## config.mk

```make
export PLATFORM = sky130hd
export DESIGN_NAME = scp_ctrl
export DESIGN_NICKNAME = d
export VERILOG_FILES = /design/src/inc/scp_pkg.sv /design/src/hdl/scp_sync.sv /design/src/hdl/scp_divider.sv /design/src/hdl/scp_ctrl.sv
export SDC_FILE = /design/constraint.sdc
export NUM_CORES = 1
export LEC_CHECK = 0
export ABC_AREA = 1
export BUFFER_PORTS_ARGS = -buffer_cell sky130_fd_sc_hd__buf_4
export CORE_UTILIZATION = 50
export DETAILED_ROUTE_END_ITERATION = 10
export PLACE_DENSITY_LB_ADDON = 0.08
export SLEW_MARGIN = 15
export SYNTH_ARGS = -nofsm -noshare
export SYNTH_HDL_FRONTEND = slang
export SYNTH_SLANG_ARGS = --single-unit
```

## constraint.sdc

```tcl
create_clock -name sys_clk -period 2.6 [get_ports sys_clk]
set_clock_uncertainty 0.1 [all_clocks]
set_input_delay 0.13 -clock sys_clk [delete_from_list [all_inputs] [get_ports sys_clk]]
set_output_delay 0.13 -clock sys_clk [all_outputs]
set_load 0.1 [all_outputs]
```

## src/inc/scp_pkg.sv

```systemverilog
package scp_pkg;

  // register bus shape
  localparam int ADDR_W = 2;
  localparam int DATA_W = 8;

  // register offsets on the plain register port
  localparam logic [ADDR_W-1:0] OFF_TRIM = 2'h0;
  localparam logic [ADDR_W-1:0] OFF_DIVCTRL = 2'h1;
  localparam logic [ADDR_W-1:0] OFF_TIMERSTAT = 2'h2;

  // clock_divide_control fields
  localparam int CHG_EN_BIT = 7;
  localparam int SEL_W = 4;
  localparam logic [DATA_W-1:0] UNLOCK_PATTERN = 8'h80;
  localparam logic [SEL_W-1:0] SEL_RST_PLAIN = 4'h0;
  localparam logic [SEL_W-1:0] SEL_RST_DIV8 = 4'h3;
  localparam logic [SEL_W-1:0] SEL_MAX_CODE = 4'h8;

  // async_timer_status_reg fields
  localparam int EXTCLK_BIT = 6;

  // oscillator_trim fields
  localparam int TRIM_RANGE_BIT = 7;
  localparam int TRIM_FINE_W = 7;

  // timing: unlock window in divided cpu cycles, strap settling in source clock cycles
  localparam int UNLOCK_WINDOW_CYCLES = 4;
  localparam logic [2:0] UNLOCK_WINDOW_LOAD = 3'(UNLOCK_WINDOW_CYCLES);
  localparam logic [2:0] UNLOCK_WINDOW_LAST = 3'h1;
  localparam int SYNC_STAGES = 2;
  localparam logic [1:0] STRAP_SETTLE = 2'(SYNC_STAGES);

  // prescaler counter width: enough for a factor of 256
  localparam int CNT_W = 8;

  // one register access from software
  typedef struct packed {
    logic [ADDR_W-1:0] addr;
    logic [DATA_W-1:0] wdata;
    logic wr;
    logic rd;
  } scp_bus_req_t;

  // oscillator trim as seen by the RC oscillator
  typedef struct packed {
    logic rangeHigh;
    logic [TRIM_FINE_W-1:0] fine;
  } scp_trim_t;

endpackage : scp_pkg

```

## src/hdl/scp_sync.sv

```systemverilog
// two-stage level synchroniser; first stage feeds only the second
module scp_sync #(
  parameter int W = 1
) (
  input wire logic sys_clk,
  input wire logic reset_n,
  input wire logic clkEn,
  input wire logic [W-1:0] asyncIn,
  output logic [W-1:0] syncOut_r
);

  logic [W-1:0] meta_r;

  // both stages freeze with the clock enable like all other state
  always_ff @(posedge sys_clk or negedge reset_n) begin
    if (!reset_n) begin
      meta_r <= '0;
      syncOut_r <= '0;
    end else if (clkEn) begin
      meta_r <= asyncIn;
      syncOut_r <= meta_r;
    end
  end

endmodule : scp_sync

```

## src/hdl/scp_divider.sv

```systemverilog
// power-of-two prescaler running at the undivided source rate
module scp_divider #(
  parameter int CNT_W = scp_pkg::CNT_W
) (
  input wire logic sys_clk,
  input wire logic reset_n,
  input wire logic clkEn,
  input wire logic [scp_pkg::SEL_W-1:0] selCode,
  output logic sysTick,
  output logic divClk_r,
  output logic [scp_pkg::SEL_W-1:0] activeCode_r
);

  logic [CNT_W-1:0] cnt_r;
  logic [CNT_W-1:0] cnt_nxt;
  logic [CNT_W-1:0] limit;
  logic [CNT_W-1:0] half;
  logic [scp_pkg::SEL_W-1:0] clampCode;

  // reserved codes saturate at the largest factor
  assign clampCode = (activeCode_r > scp_pkg::SEL_MAX_CODE) ? scp_pkg::SEL_MAX_CODE
                                                             : activeCode_r;
  assign limit = CNT_W'((({1'b0, {CNT_W{1'b0}}} | (CNT_W+1)'(1)) << clampCode) - (CNT_W+1)'(1));
  assign half = CNT_W'(limit >> 1) + CNT_W'(1);

  // one tick per divided period; this is the cpu/io/flash clock enable
  assign sysTick = clkEn && (cnt_r == limit);
  assign cnt_nxt = sysTick ? '0 : CNT_W'(cnt_r + CNT_W'(1));

  // a synchronous counter stands in for the ripple chain: same count, no skew hazards
  always_ff @(posedge sys_clk or negedge reset_n) begin
    if (!reset_n) begin
      cnt_r <= '0;
    end else if (clkEn) begin
      cnt_r <= cnt_nxt;
    end
  end

  // new factor only taken at a period boundary, so no runt pulse can appear
  always_ff @(posedge sys_clk or negedge reset_n) begin
    if (!reset_n) begin
      activeCode_r <= scp_pkg::SEL_RST_PLAIN;
    end else if (sysTick) begin
      activeCode_r <= selCode;
    end
  end

  // divided clock level: high in the first half of each period
  always_ff @(posedge sys_clk or negedge reset_n) begin
    if (!reset_n) begin
      divClk_r <= 1'b0;
    end else if (clkEn) begin
      if (limit == '0) begin
        divClk_r <= ~divClk_r; // factor 1 is shown at half rate on the level
      end else begin
        divClk_r <= (cnt_nxt < half);
      end
    end
  end

  property p_code_at_boundary;
    @(posedge sys_clk) disable iff (!reset_n)
    (activeCode_r != $past(activeCode_r)) |-> $past(sysTick);
  endproperty
  a_code_at_boundary: assert property (p_code_at_boundary)
    else $error("prescaler factor changed inside a period");

  property p_div1_every_cycle;
    @(posedge sys_clk) disable iff (!reset_n)
    (clkEn && activeCode_r == scp_pkg::SEL_RST_PLAIN) |-> sysTick;
  endproperty
  a_div1_every_cycle: assert property (p_div1_every_cycle)
    else $error("factor 1 did not tick every cycle");

  property p_div2_spacing;
    @(posedge sys_clk) disable iff (!reset_n)
    (sysTick && activeCode_r == 4'h1 && selCode == 4'h1)
      |=> (!sysTick and (clkEn |=> (clkEn |-> sysTick)));
  endproperty
  a_div2_spacing: assert property (p_div2_spacing)
    else $error("factor 2 tick spacing wrong");

endmodule : scp_divider

```

## src/hdl/scp_ctrl.sv

```systemverilog
// Functional notes
// - clock-out fuse drives system clock, even in reset
// - clock-out carries divided clock, any source
// - prescaler divides cpu, io, flash clocks
// - factor changes without glitches or faster periods
// - prescaler counts at source rate, unreadable
// - new factor active after two edges; here taken at the next period boundary
// - change-enable updates only with other bits zero
// - change-enable clears after four or setting write
// - reset loads select from divide-by-eight fuse
// - any select value accepted when unlocked
// - codes 0..8 give factors 1..256
// - reset loads factory trim, software may overwrite
// - trim bit 7 picks low or high range
// - trim bits 6..0 tune within range
module scp_ctrl (
  input wire logic sys_clk,
  input wire logic reset_n,
  input wire logic clkEn,
  input wire logic chipReset_n,
  input wire scp_pkg::scp_bus_req_t busReq,
  output logic [scp_pkg::DATA_W-1:0] rdData_r,
  input wire logic clockOutputFuse,
  input wire logic divideByEightFuse,
  input wire logic [scp_pkg::DATA_W-1:0] factoryTrim,
  input wire logic portPinOut,
  input wire logic portPinOe,
  output logic clockOutPin_r,
  output logic clockOutPinOe_r,
  output logic sysTick,
  output logic sysClk_r,
  output scp_pkg::scp_trim_t oscTrim,
  output logic timerExtClockSelect
);

  localparam int STRAP_W = scp_pkg::DATA_W + 2;

  logic [STRAP_W-1:0] strapSync;
  logic fuseClkOutSync;
  logic fuseDiv8Sync;
  logic [scp_pkg::DATA_W-1:0] factoryTrimSync;
  logic [1:0] settleCnt_r;
  logic strapDone_r;
  logic loadStraps;
  logic [scp_pkg::DATA_W-1:0] trim_r;
  logic [scp_pkg::SEL_W-1:0] divSel_r;
  logic [scp_pkg::SEL_W-1:0] activeCode;
  logic changeEn_r;
  logic [2:0] window_r;
  logic extClk_r;
  logic wrDiv;
  logic unlockWr;
  logic selWr;
  logic divClk;

  // fuse levels and the factory trim byte come from outside the clock domain
  scp_sync #(
    .W(STRAP_W)
  ) u_strap_sync (
    .sys_clk(sys_clk),
    .reset_n(reset_n),
    .clkEn(clkEn),
    .asyncIn({clockOutputFuse, divideByEightFuse, factoryTrim}),
    .syncOut_r(strapSync)
  );

  assign fuseClkOutSync = strapSync[STRAP_W-1];
  assign fuseDiv8Sync = strapSync[STRAP_W-2];
  assign factoryTrimSync = strapSync[scp_pkg::DATA_W-1:0];

  // straps are caught once the synchroniser has settled after power-on
  always_ff @(posedge sys_clk or negedge reset_n) begin
    if (!reset_n) begin
      settleCnt_r <= '0;
      strapDone_r <= 1'b0;
    end else if (clkEn) begin
      if (settleCnt_r != scp_pkg::STRAP_SETTLE) begin
        settleCnt_r <= 2'(settleCnt_r + 2'h1);
      end else begin
        strapDone_r <= 1'b1;
      end
    end
  end

  // chip reset or the settling phase reloads select and trim from the straps and clears change-enable and ext select
  assign loadStraps = !chipReset_n || !strapDone_r;

  // the prescaler itself keeps running through chip reset
  scp_divider #(
    .CNT_W(scp_pkg::CNT_W)
  ) u_divider (
    .sys_clk(sys_clk),
    .reset_n(reset_n),
    .clkEn(clkEn),
    .selCode(divSel_r),
    .sysTick(sysTick),
    .divClk_r(divClk),
    .activeCode_r(activeCode)
  );

  assign sysClk_r = divClk;

  // write decode for the protected control register
  assign wrDiv = busReq.wr && (busReq.addr == scp_pkg::OFF_DIVCTRL) && !loadStraps;
  assign unlockWr = wrDiv && (busReq.wdata == scp_pkg::UNLOCK_PATTERN);
  assign selWr = wrDiv && !busReq.wdata[scp_pkg::CHG_EN_BIT] && changeEn_r;

  // change-enable and its window; counted in divided cpu cycles
  always_ff @(posedge sys_clk or negedge reset_n) begin
    if (!reset_n) begin
      changeEn_r <= 1'b0;
      window_r <= '0;
    end else if (clkEn) begin
      if (loadStraps) begin
        changeEn_r <= 1'b0;
        window_r <= '0;
      end else if (selWr) begin
        changeEn_r <= 1'b0;
        window_r <= '0;
      end else if (unlockWr && !changeEn_r) begin
        changeEn_r <= 1'b1;
        window_r <= scp_pkg::UNLOCK_WINDOW_LOAD;
      end else if (changeEn_r && sysTick) begin
        // a repeated unlock write lands here too: no restart, no clear
        if (window_r == scp_pkg::UNLOCK_WINDOW_LAST) begin
          changeEn_r <= 1'b0;
        end
        window_r <= 3'(window_r - 3'h1);
      end
    end
  end

  // division select: fuse value on reset, any code while unlocked
  always_ff @(posedge sys_clk or negedge reset_n) begin
    if (!reset_n) begin
      divSel_r <= scp_pkg::SEL_RST_PLAIN;
    end else if (clkEn) begin
      if (loadStraps) begin
        divSel_r <= fuseDiv8Sync ? scp_pkg::SEL_RST_DIV8 : scp_pkg::SEL_RST_PLAIN;
      end else if (selWr) begin
        divSel_r <= busReq.wdata[scp_pkg::SEL_W-1:0];
      end
    end
  end

  // oscillator trim: factory byte on reset, free to rewrite afterwards
  always_ff @(posedge sys_clk or negedge reset_n) begin
    if (!reset_n) begin
      trim_r <= '0;
    end else if (clkEn) begin
      if (loadStraps) begin
        trim_r <= factoryTrimSync;
      end else if (busReq.wr && busReq.addr == scp_pkg::OFF_TRIM) begin
        trim_r <= busReq.wdata;
      end
    end
  end

  // range bit and fine bits go straight to the oscillator; one driver for the whole struct
  assign oscTrim = '{rangeHigh: trim_r[scp_pkg::TRIM_RANGE_BIT],
                     fine: trim_r[scp_pkg::TRIM_FINE_W-1:0]};

  // timer oscillator input: crystal when clear, external clock when set
  always_ff @(posedge sys_clk or negedge reset_n) begin
    if (!reset_n) begin
      extClk_r <= 1'b0;
    end else if (clkEn) begin
      if (loadStraps) begin
        extClk_r <= 1'b0;
      end else if (busReq.wr && busReq.addr == scp_pkg::OFF_TIMERSTAT) begin
        extClk_r <= busReq.wdata[scp_pkg::EXTCLK_BIT];
      end
    end
  end

  assign timerExtClockSelect = extClk_r;

  // read data live for exactly one cycle after the strobe
  always_ff @(posedge sys_clk or negedge reset_n) begin
    if (!reset_n) begin
      rdData_r <= '0;
    end else if (clkEn) begin
      rdData_r <= '0;
      if (busReq.rd) begin
        case (busReq.addr)
          scp_pkg::OFF_TRIM: rdData_r <= trim_r;
          scp_pkg::OFF_DIVCTRL: begin
            rdData_r[scp_pkg::CHG_EN_BIT] <= changeEn_r;
            rdData_r[scp_pkg::SEL_W-1:0] <= divSel_r;
          end
          scp_pkg::OFF_TIMERSTAT: rdData_r[scp_pkg::EXTCLK_BIT] <= extClk_r;
          default: rdData_r <= '0;
        endcase
      end
    end
  end

  // pin override: registered so the pin never sees a decode glitch
  always_ff @(posedge sys_clk or negedge reset_n) begin
    if (!reset_n) begin
      clockOutPin_r <= 1'b0;
      clockOutPinOe_r <= 1'b0;
    end else if (clkEn) begin
      if (fuseClkOutSync) begin
        clockOutPin_r <= divClk;
        clockOutPinOe_r <= 1'b1;
      end else begin
        clockOutPin_r <= portPinOut;
        clockOutPinOe_r <= portPinOe;
      end
    end
  end

  property p_unlock_cause;
    @(posedge sys_clk) disable iff (!reset_n)
    $rose(changeEn_r) |-> $past(unlockWr);
  endproperty
  a_unlock_cause: assert property (p_unlock_cause)
    else $error("change-enable set without the unlock pattern");

  property p_window_end;
    @(posedge sys_clk) disable iff (!reset_n)
    (changeEn_r && window_r == scp_pkg::UNLOCK_WINDOW_LAST && sysTick && !loadStraps && !selWr)
      |=> !changeEn_r;
  endproperty
  a_window_end: assert property (p_window_end)
    else $error("change-enable outlived its window");

  property p_no_extend;
    @(posedge sys_clk) disable iff (!reset_n)
    (changeEn_r && unlockWr && !sysTick && clkEn && !loadStraps)
      |=> changeEn_r && window_r == $past(window_r);
  endproperty
  a_no_extend: assert property (p_no_extend)
    else $error("repeated unlock changed the window");

  property p_sel_cause;
    @(posedge sys_clk) disable iff (!reset_n)
    (divSel_r != $past(divSel_r)) |-> $past(selWr || loadStraps);
  endproperty
  a_sel_cause: assert property (p_sel_cause)
    else $error("divide select changed without unlock");

  property p_strap_load;
    @(posedge sys_clk) disable iff (!reset_n)
    (!chipReset_n && clkEn) |=>
      divSel_r == ($past(fuseDiv8Sync) ? scp_pkg::SEL_RST_DIV8 : scp_pkg::SEL_RST_PLAIN)
      && trim_r == $past(factoryTrimSync);
  endproperty
  a_strap_load: assert property (p_strap_load)
    else $error("reset did not load select or trim from straps");

  property p_clock_out;
    @(posedge sys_clk) disable iff (!reset_n)
    (fuseClkOutSync && clkEn) |=> clockOutPinOe_r && clockOutPin_r == $past(divClk);
  endproperty
  a_clock_out: assert property (p_clock_out)
    else $error("clock-out pin not carrying divided clock");

  property p_unused_zero;
    @(posedge sys_clk) disable iff (!reset_n)
    (busReq.rd && busReq.addr == scp_pkg::OFF_DIVCTRL && clkEn) |=> rdData_r[6:4] == 3'h0;
  endproperty
  a_unused_zero: assert property (p_unused_zero)
    else $error("unused control bits read nonzero");

endmodule : scp_ctrl

```

==> metrics.txt <==
Iter 0 DRT Violations 227; core box area 0.00642 sq mm; complex-gate fraction of the synthesized area 11.3%; Final Hold Slack 20.0 ps; FF+latch area 0.00158 sq mm; sequential area share after synthesis 47.0%; Yosys reg bits 63; worst min path class in -> reg; Detail Route Antenna Nets 0; Fin. Hold Viols 0; Mapped Cells 427; Least-Margin Pin Slew 806 ps; multi-input logic area 0.00162 sq mm; Adder-Cell Fraction of Synth Area 5.22%; CTS clock-pin slew for the worst setup and hold paths 70 ps; Max Slew Vio Count 0; DRC 0; fin util 70.0%; fin crit period 2700 ps; global-route wire length before repair 14.2 mm; die area 0.00705 sq mm; Pwr Density 826 mW/mm^2; clk buf depth 2; Cell Int Power 2.08 mW; CP Launch Type flip-flop; critical path required time 2370 ps; DR vias 3075; Sink Count 63; Syn Area/Cell 7.86 sq um; Fmax 0.371 GHz; Slew Limit Headroom 46.3%; area share of the largest cell type after synthesis 47.0%; combinational share of power 41.3%; Num CTS Buffers 9; final period utilization 104%; CP max FO 5; synth top area cells dfrtp_1, nand2_1, ha_1; io pins 49; Routed WL 8.37 mm; post-synthesis simple-gate area fraction 27.2%; Yosys top cell by area dfrtp_1; initial antenna violation count 0; area grow syn2layout 33.9%; Final Non-Filler Cells 608; Max-Cap Viols 0; Sw Share 44.0%; status finished with violations; layout cell share with drive strength beyond 1 25.4%; yosys warns 0; dpl hpwl 5.70 mm; final setup margin -97.9 ps; leakage dissipation 2.25 nW; chip width 83.9 microns; violated checks setup timing; Seq pwr share 36.5%; crit path DAT 2470 ps; post-synthesis mux area share 0%; DRT Pass-1 Iters 5; critical path type reg -> out; Post-Synth XOR/XNOR Area 2.35%; RSZ-0062 raised after global routing yes; Switch Pwr 1.63 mW; Peak VDD IR 765 uV; WL/cell 13.8 microns; GRT overflow 0; Vias/cell 5.06; Die H 83.9 microns; GR Util All Layers 25.7%; Synth cell types 37; Clk pwr share 22.2%; TritonCTS clock tree built; largest net degree at the start of global routing 64; Rows 29; Final Total Pwr 3.71 mW; fillers 526; Synth Cell Area 0.00336 sq mm; root buf cell clkbuf_8; final net count 568; htree depth 3; Starting Density 52.3%; Inst Count DP 569; Syn Nets 469; final setup vio count 2; input/output buffers 48; largest family of logic cells by synthesized area simple AND/OR/NAND/NOR gates; clk_lat worst skew 340 ps; vias in the first global route 2988; routability cong. 0.893; ant diodes 0; Worst setup EP type primary output; setup_tns -189 ps
==> sequential cells by signal (all words and copies together), names as in the netlist <==
| register | count |
|---|---|
| u_strap_sync.meta_r | 10 |
| u_strap_sync.syncOut_r | 10 |
| oscTrim | 8 |
| rdData_r | 8 |
| u_divider.cnt_r | 8 |
| divSel_r | 4 |
| u_divider.activeCode_r | 4 |
| window_r | 3 |
| settleCnt_r | 2 |
| changeEn_r | 1 |
| clockOutPinOe_r | 1 |
| clockOutPin_r | 1 |
| strapDone_r | 1 |
| timerExtClockSelect | 1 |
| u_divider.divClk_r | 1 |
==> cells in the final DEF (no fill, tap or decap), types with 2 or more instances in the layout <==
| cell | n |
|---|---|
| nand2_1 | 144 |
| buf_4 | 78 |
| dfrtp_1 | 60 |
| inv_1 | 42 |
| o21ai_0 | 31 |
| nor2_1 | 23 |
| nand3_1 | 19 |
| dlygate4sd3_1 | 17 |
| a21oi_1 | 12 |
| ha_1 | 12 |
| clkbuf_8 | 12 |
| nand2_2 | 7 |
| nor2_2 | 7 |
| xor2_1 | 7 |
| a31oi_1 | 6 |
| nor2_4 | 5 |
| o211ai_1 | 5 |
| buf_6 | 3 |
| dfrtp_2 | 3 |
| xnor2_1 | 2 |
| nor3_2 | 2 |
| inv_4 | 2 |
| nand3_2 | 2 |
| nor3_1 | 2 |
| a21o_1 | 2 |
| nor4_1 | 2 |
| o21ai_1 | 2 |
| o22ai_1 | 2 |
| clkinv_2 | 2 |
| o221ai_1 | 2 |
| ha_4 | 2 |
| clkinvlp_4 | 2 |
==> power groups by stage <==
stage / sequential (mW) / clock (mW) / combinational, mW
after global placement: 1.36 / 0 / 1.47
after detailed placement: 1.37 / 0 / 1.49
final: 1.35 / 0.823 / 1.54
after CTS: 1.35 / 0.833 / 1.52
after floorplan: 1.90 / 0 / 0.564
after global routing: 1.38 / 0.886 / 1.66
==> per-stage QoR <==
stage               setup WS (ps)  cell area [sq um]
global route                 -277               4490
CTS                          -100               4430
finish                      -97.9               4490
floorplan                    -137               3430
detailed placement           -217               4040
global placement            -77.1               4040
==> cell type report <==
class	count	area share, %
multi-input cells	306	36.1
repair buffers	99	18.0
well taps	77	2.14
clock buffers	12	3.67
clock inverters	4	0.640
flip-flops and latches	63	35.2
inverters	46	4.09
repair inverters	1	0.139
==> worst paths after layout <==
kind | startpoint | to | slack, ps | cells past startpoint
worst max-delay path | u_divider.activeCode_r[3] | sysTick | -100 | 15
worst min-delay path | portPinOut | clockOutPin_r | 20 | 3
worst max register to register | u_divider.activeCode_r[3] | u_divider.divClk_r | -90 | 18
worst min register to register | u_strap_sync.meta_r[9] | u_strap_sync.meta_r[9] | 370 | 2
max in group asynchronous | reset_n | u_divider.activeCode_r[2] | 1490 | 2
min in group asynchronous | reset_n | u_divider.cnt_r[2] | 300 | 2
==> per-layer routing <==
metal,track usage (%),vias to the layer above,part of all wire (%)
li1,-,1571,-
met1,36.0,1429,47
met2,40.6,68,48
met3,5.44,7,3.8
met4,7.05,0,1.1
met5,0,-,0
==> kinds of logic after synthesis <==
group	count (synthesis)
AOI/OAI and AO/OA	66
xor gates and xnor gates	9
buffers and inverters	58
and+or+nand+nor	217
adders and majority gates	14
DFF	63
==> critical path, stage by stage, from the launching register on <==
cell and delay, ps:
dfrtp_2 460, nor2_4 130, nand3_2 100, ha_4 310, nor2_2 30, nor2_1 80
nand3_1 90, nor2_2 110, nand3_2 100, nor2_4 110, nand2_4 100, inv_8 90
buf_6 90, buf_6 80, buf_6 80, buf_12 160
==> synth_stat cells <==
cell type and instances:
xor2_1 7, a32o_1 1, a21oi_2 1, nor4_1 2
o21ai_1 2, inv_4 1, nor2_4 3, nor2_2 2
nor3_2 1, nand4_1 1, xnor2_1 2, o211ai_1 5
inv_2 2, buf_2 2, nand3_2 1, ha_1 14
nor3_1 3, inv_1 42, nand2_2 4, o21ai_0 31
a21o_1 2, o2111ai_1 1, nand2_1 147, clkbuf_1 9
clkinv_2 1, a21oi_1 12, o31ai_1 1, or2_2 1
nand2_4 1, o221ai_1 2, o22ai_1 2, dfrtp_1 63
nand3_1 20, buf_6 1, nor3b_1 1, nor2_1 30
a31oi_1 6
==> timing repair <==
action                                  4_1_cts  5_1_grt
buffers inserted                              2        3
hold endpoints to repair                     79        1
gates resized for setup                       6        8
gates cloned                                  1        0
hold buffers                                 16        1
endpoints found under the setup margin        2        6
pin swaps                                     7        0
Note: power is estimated with default switching activity, not from simulation.
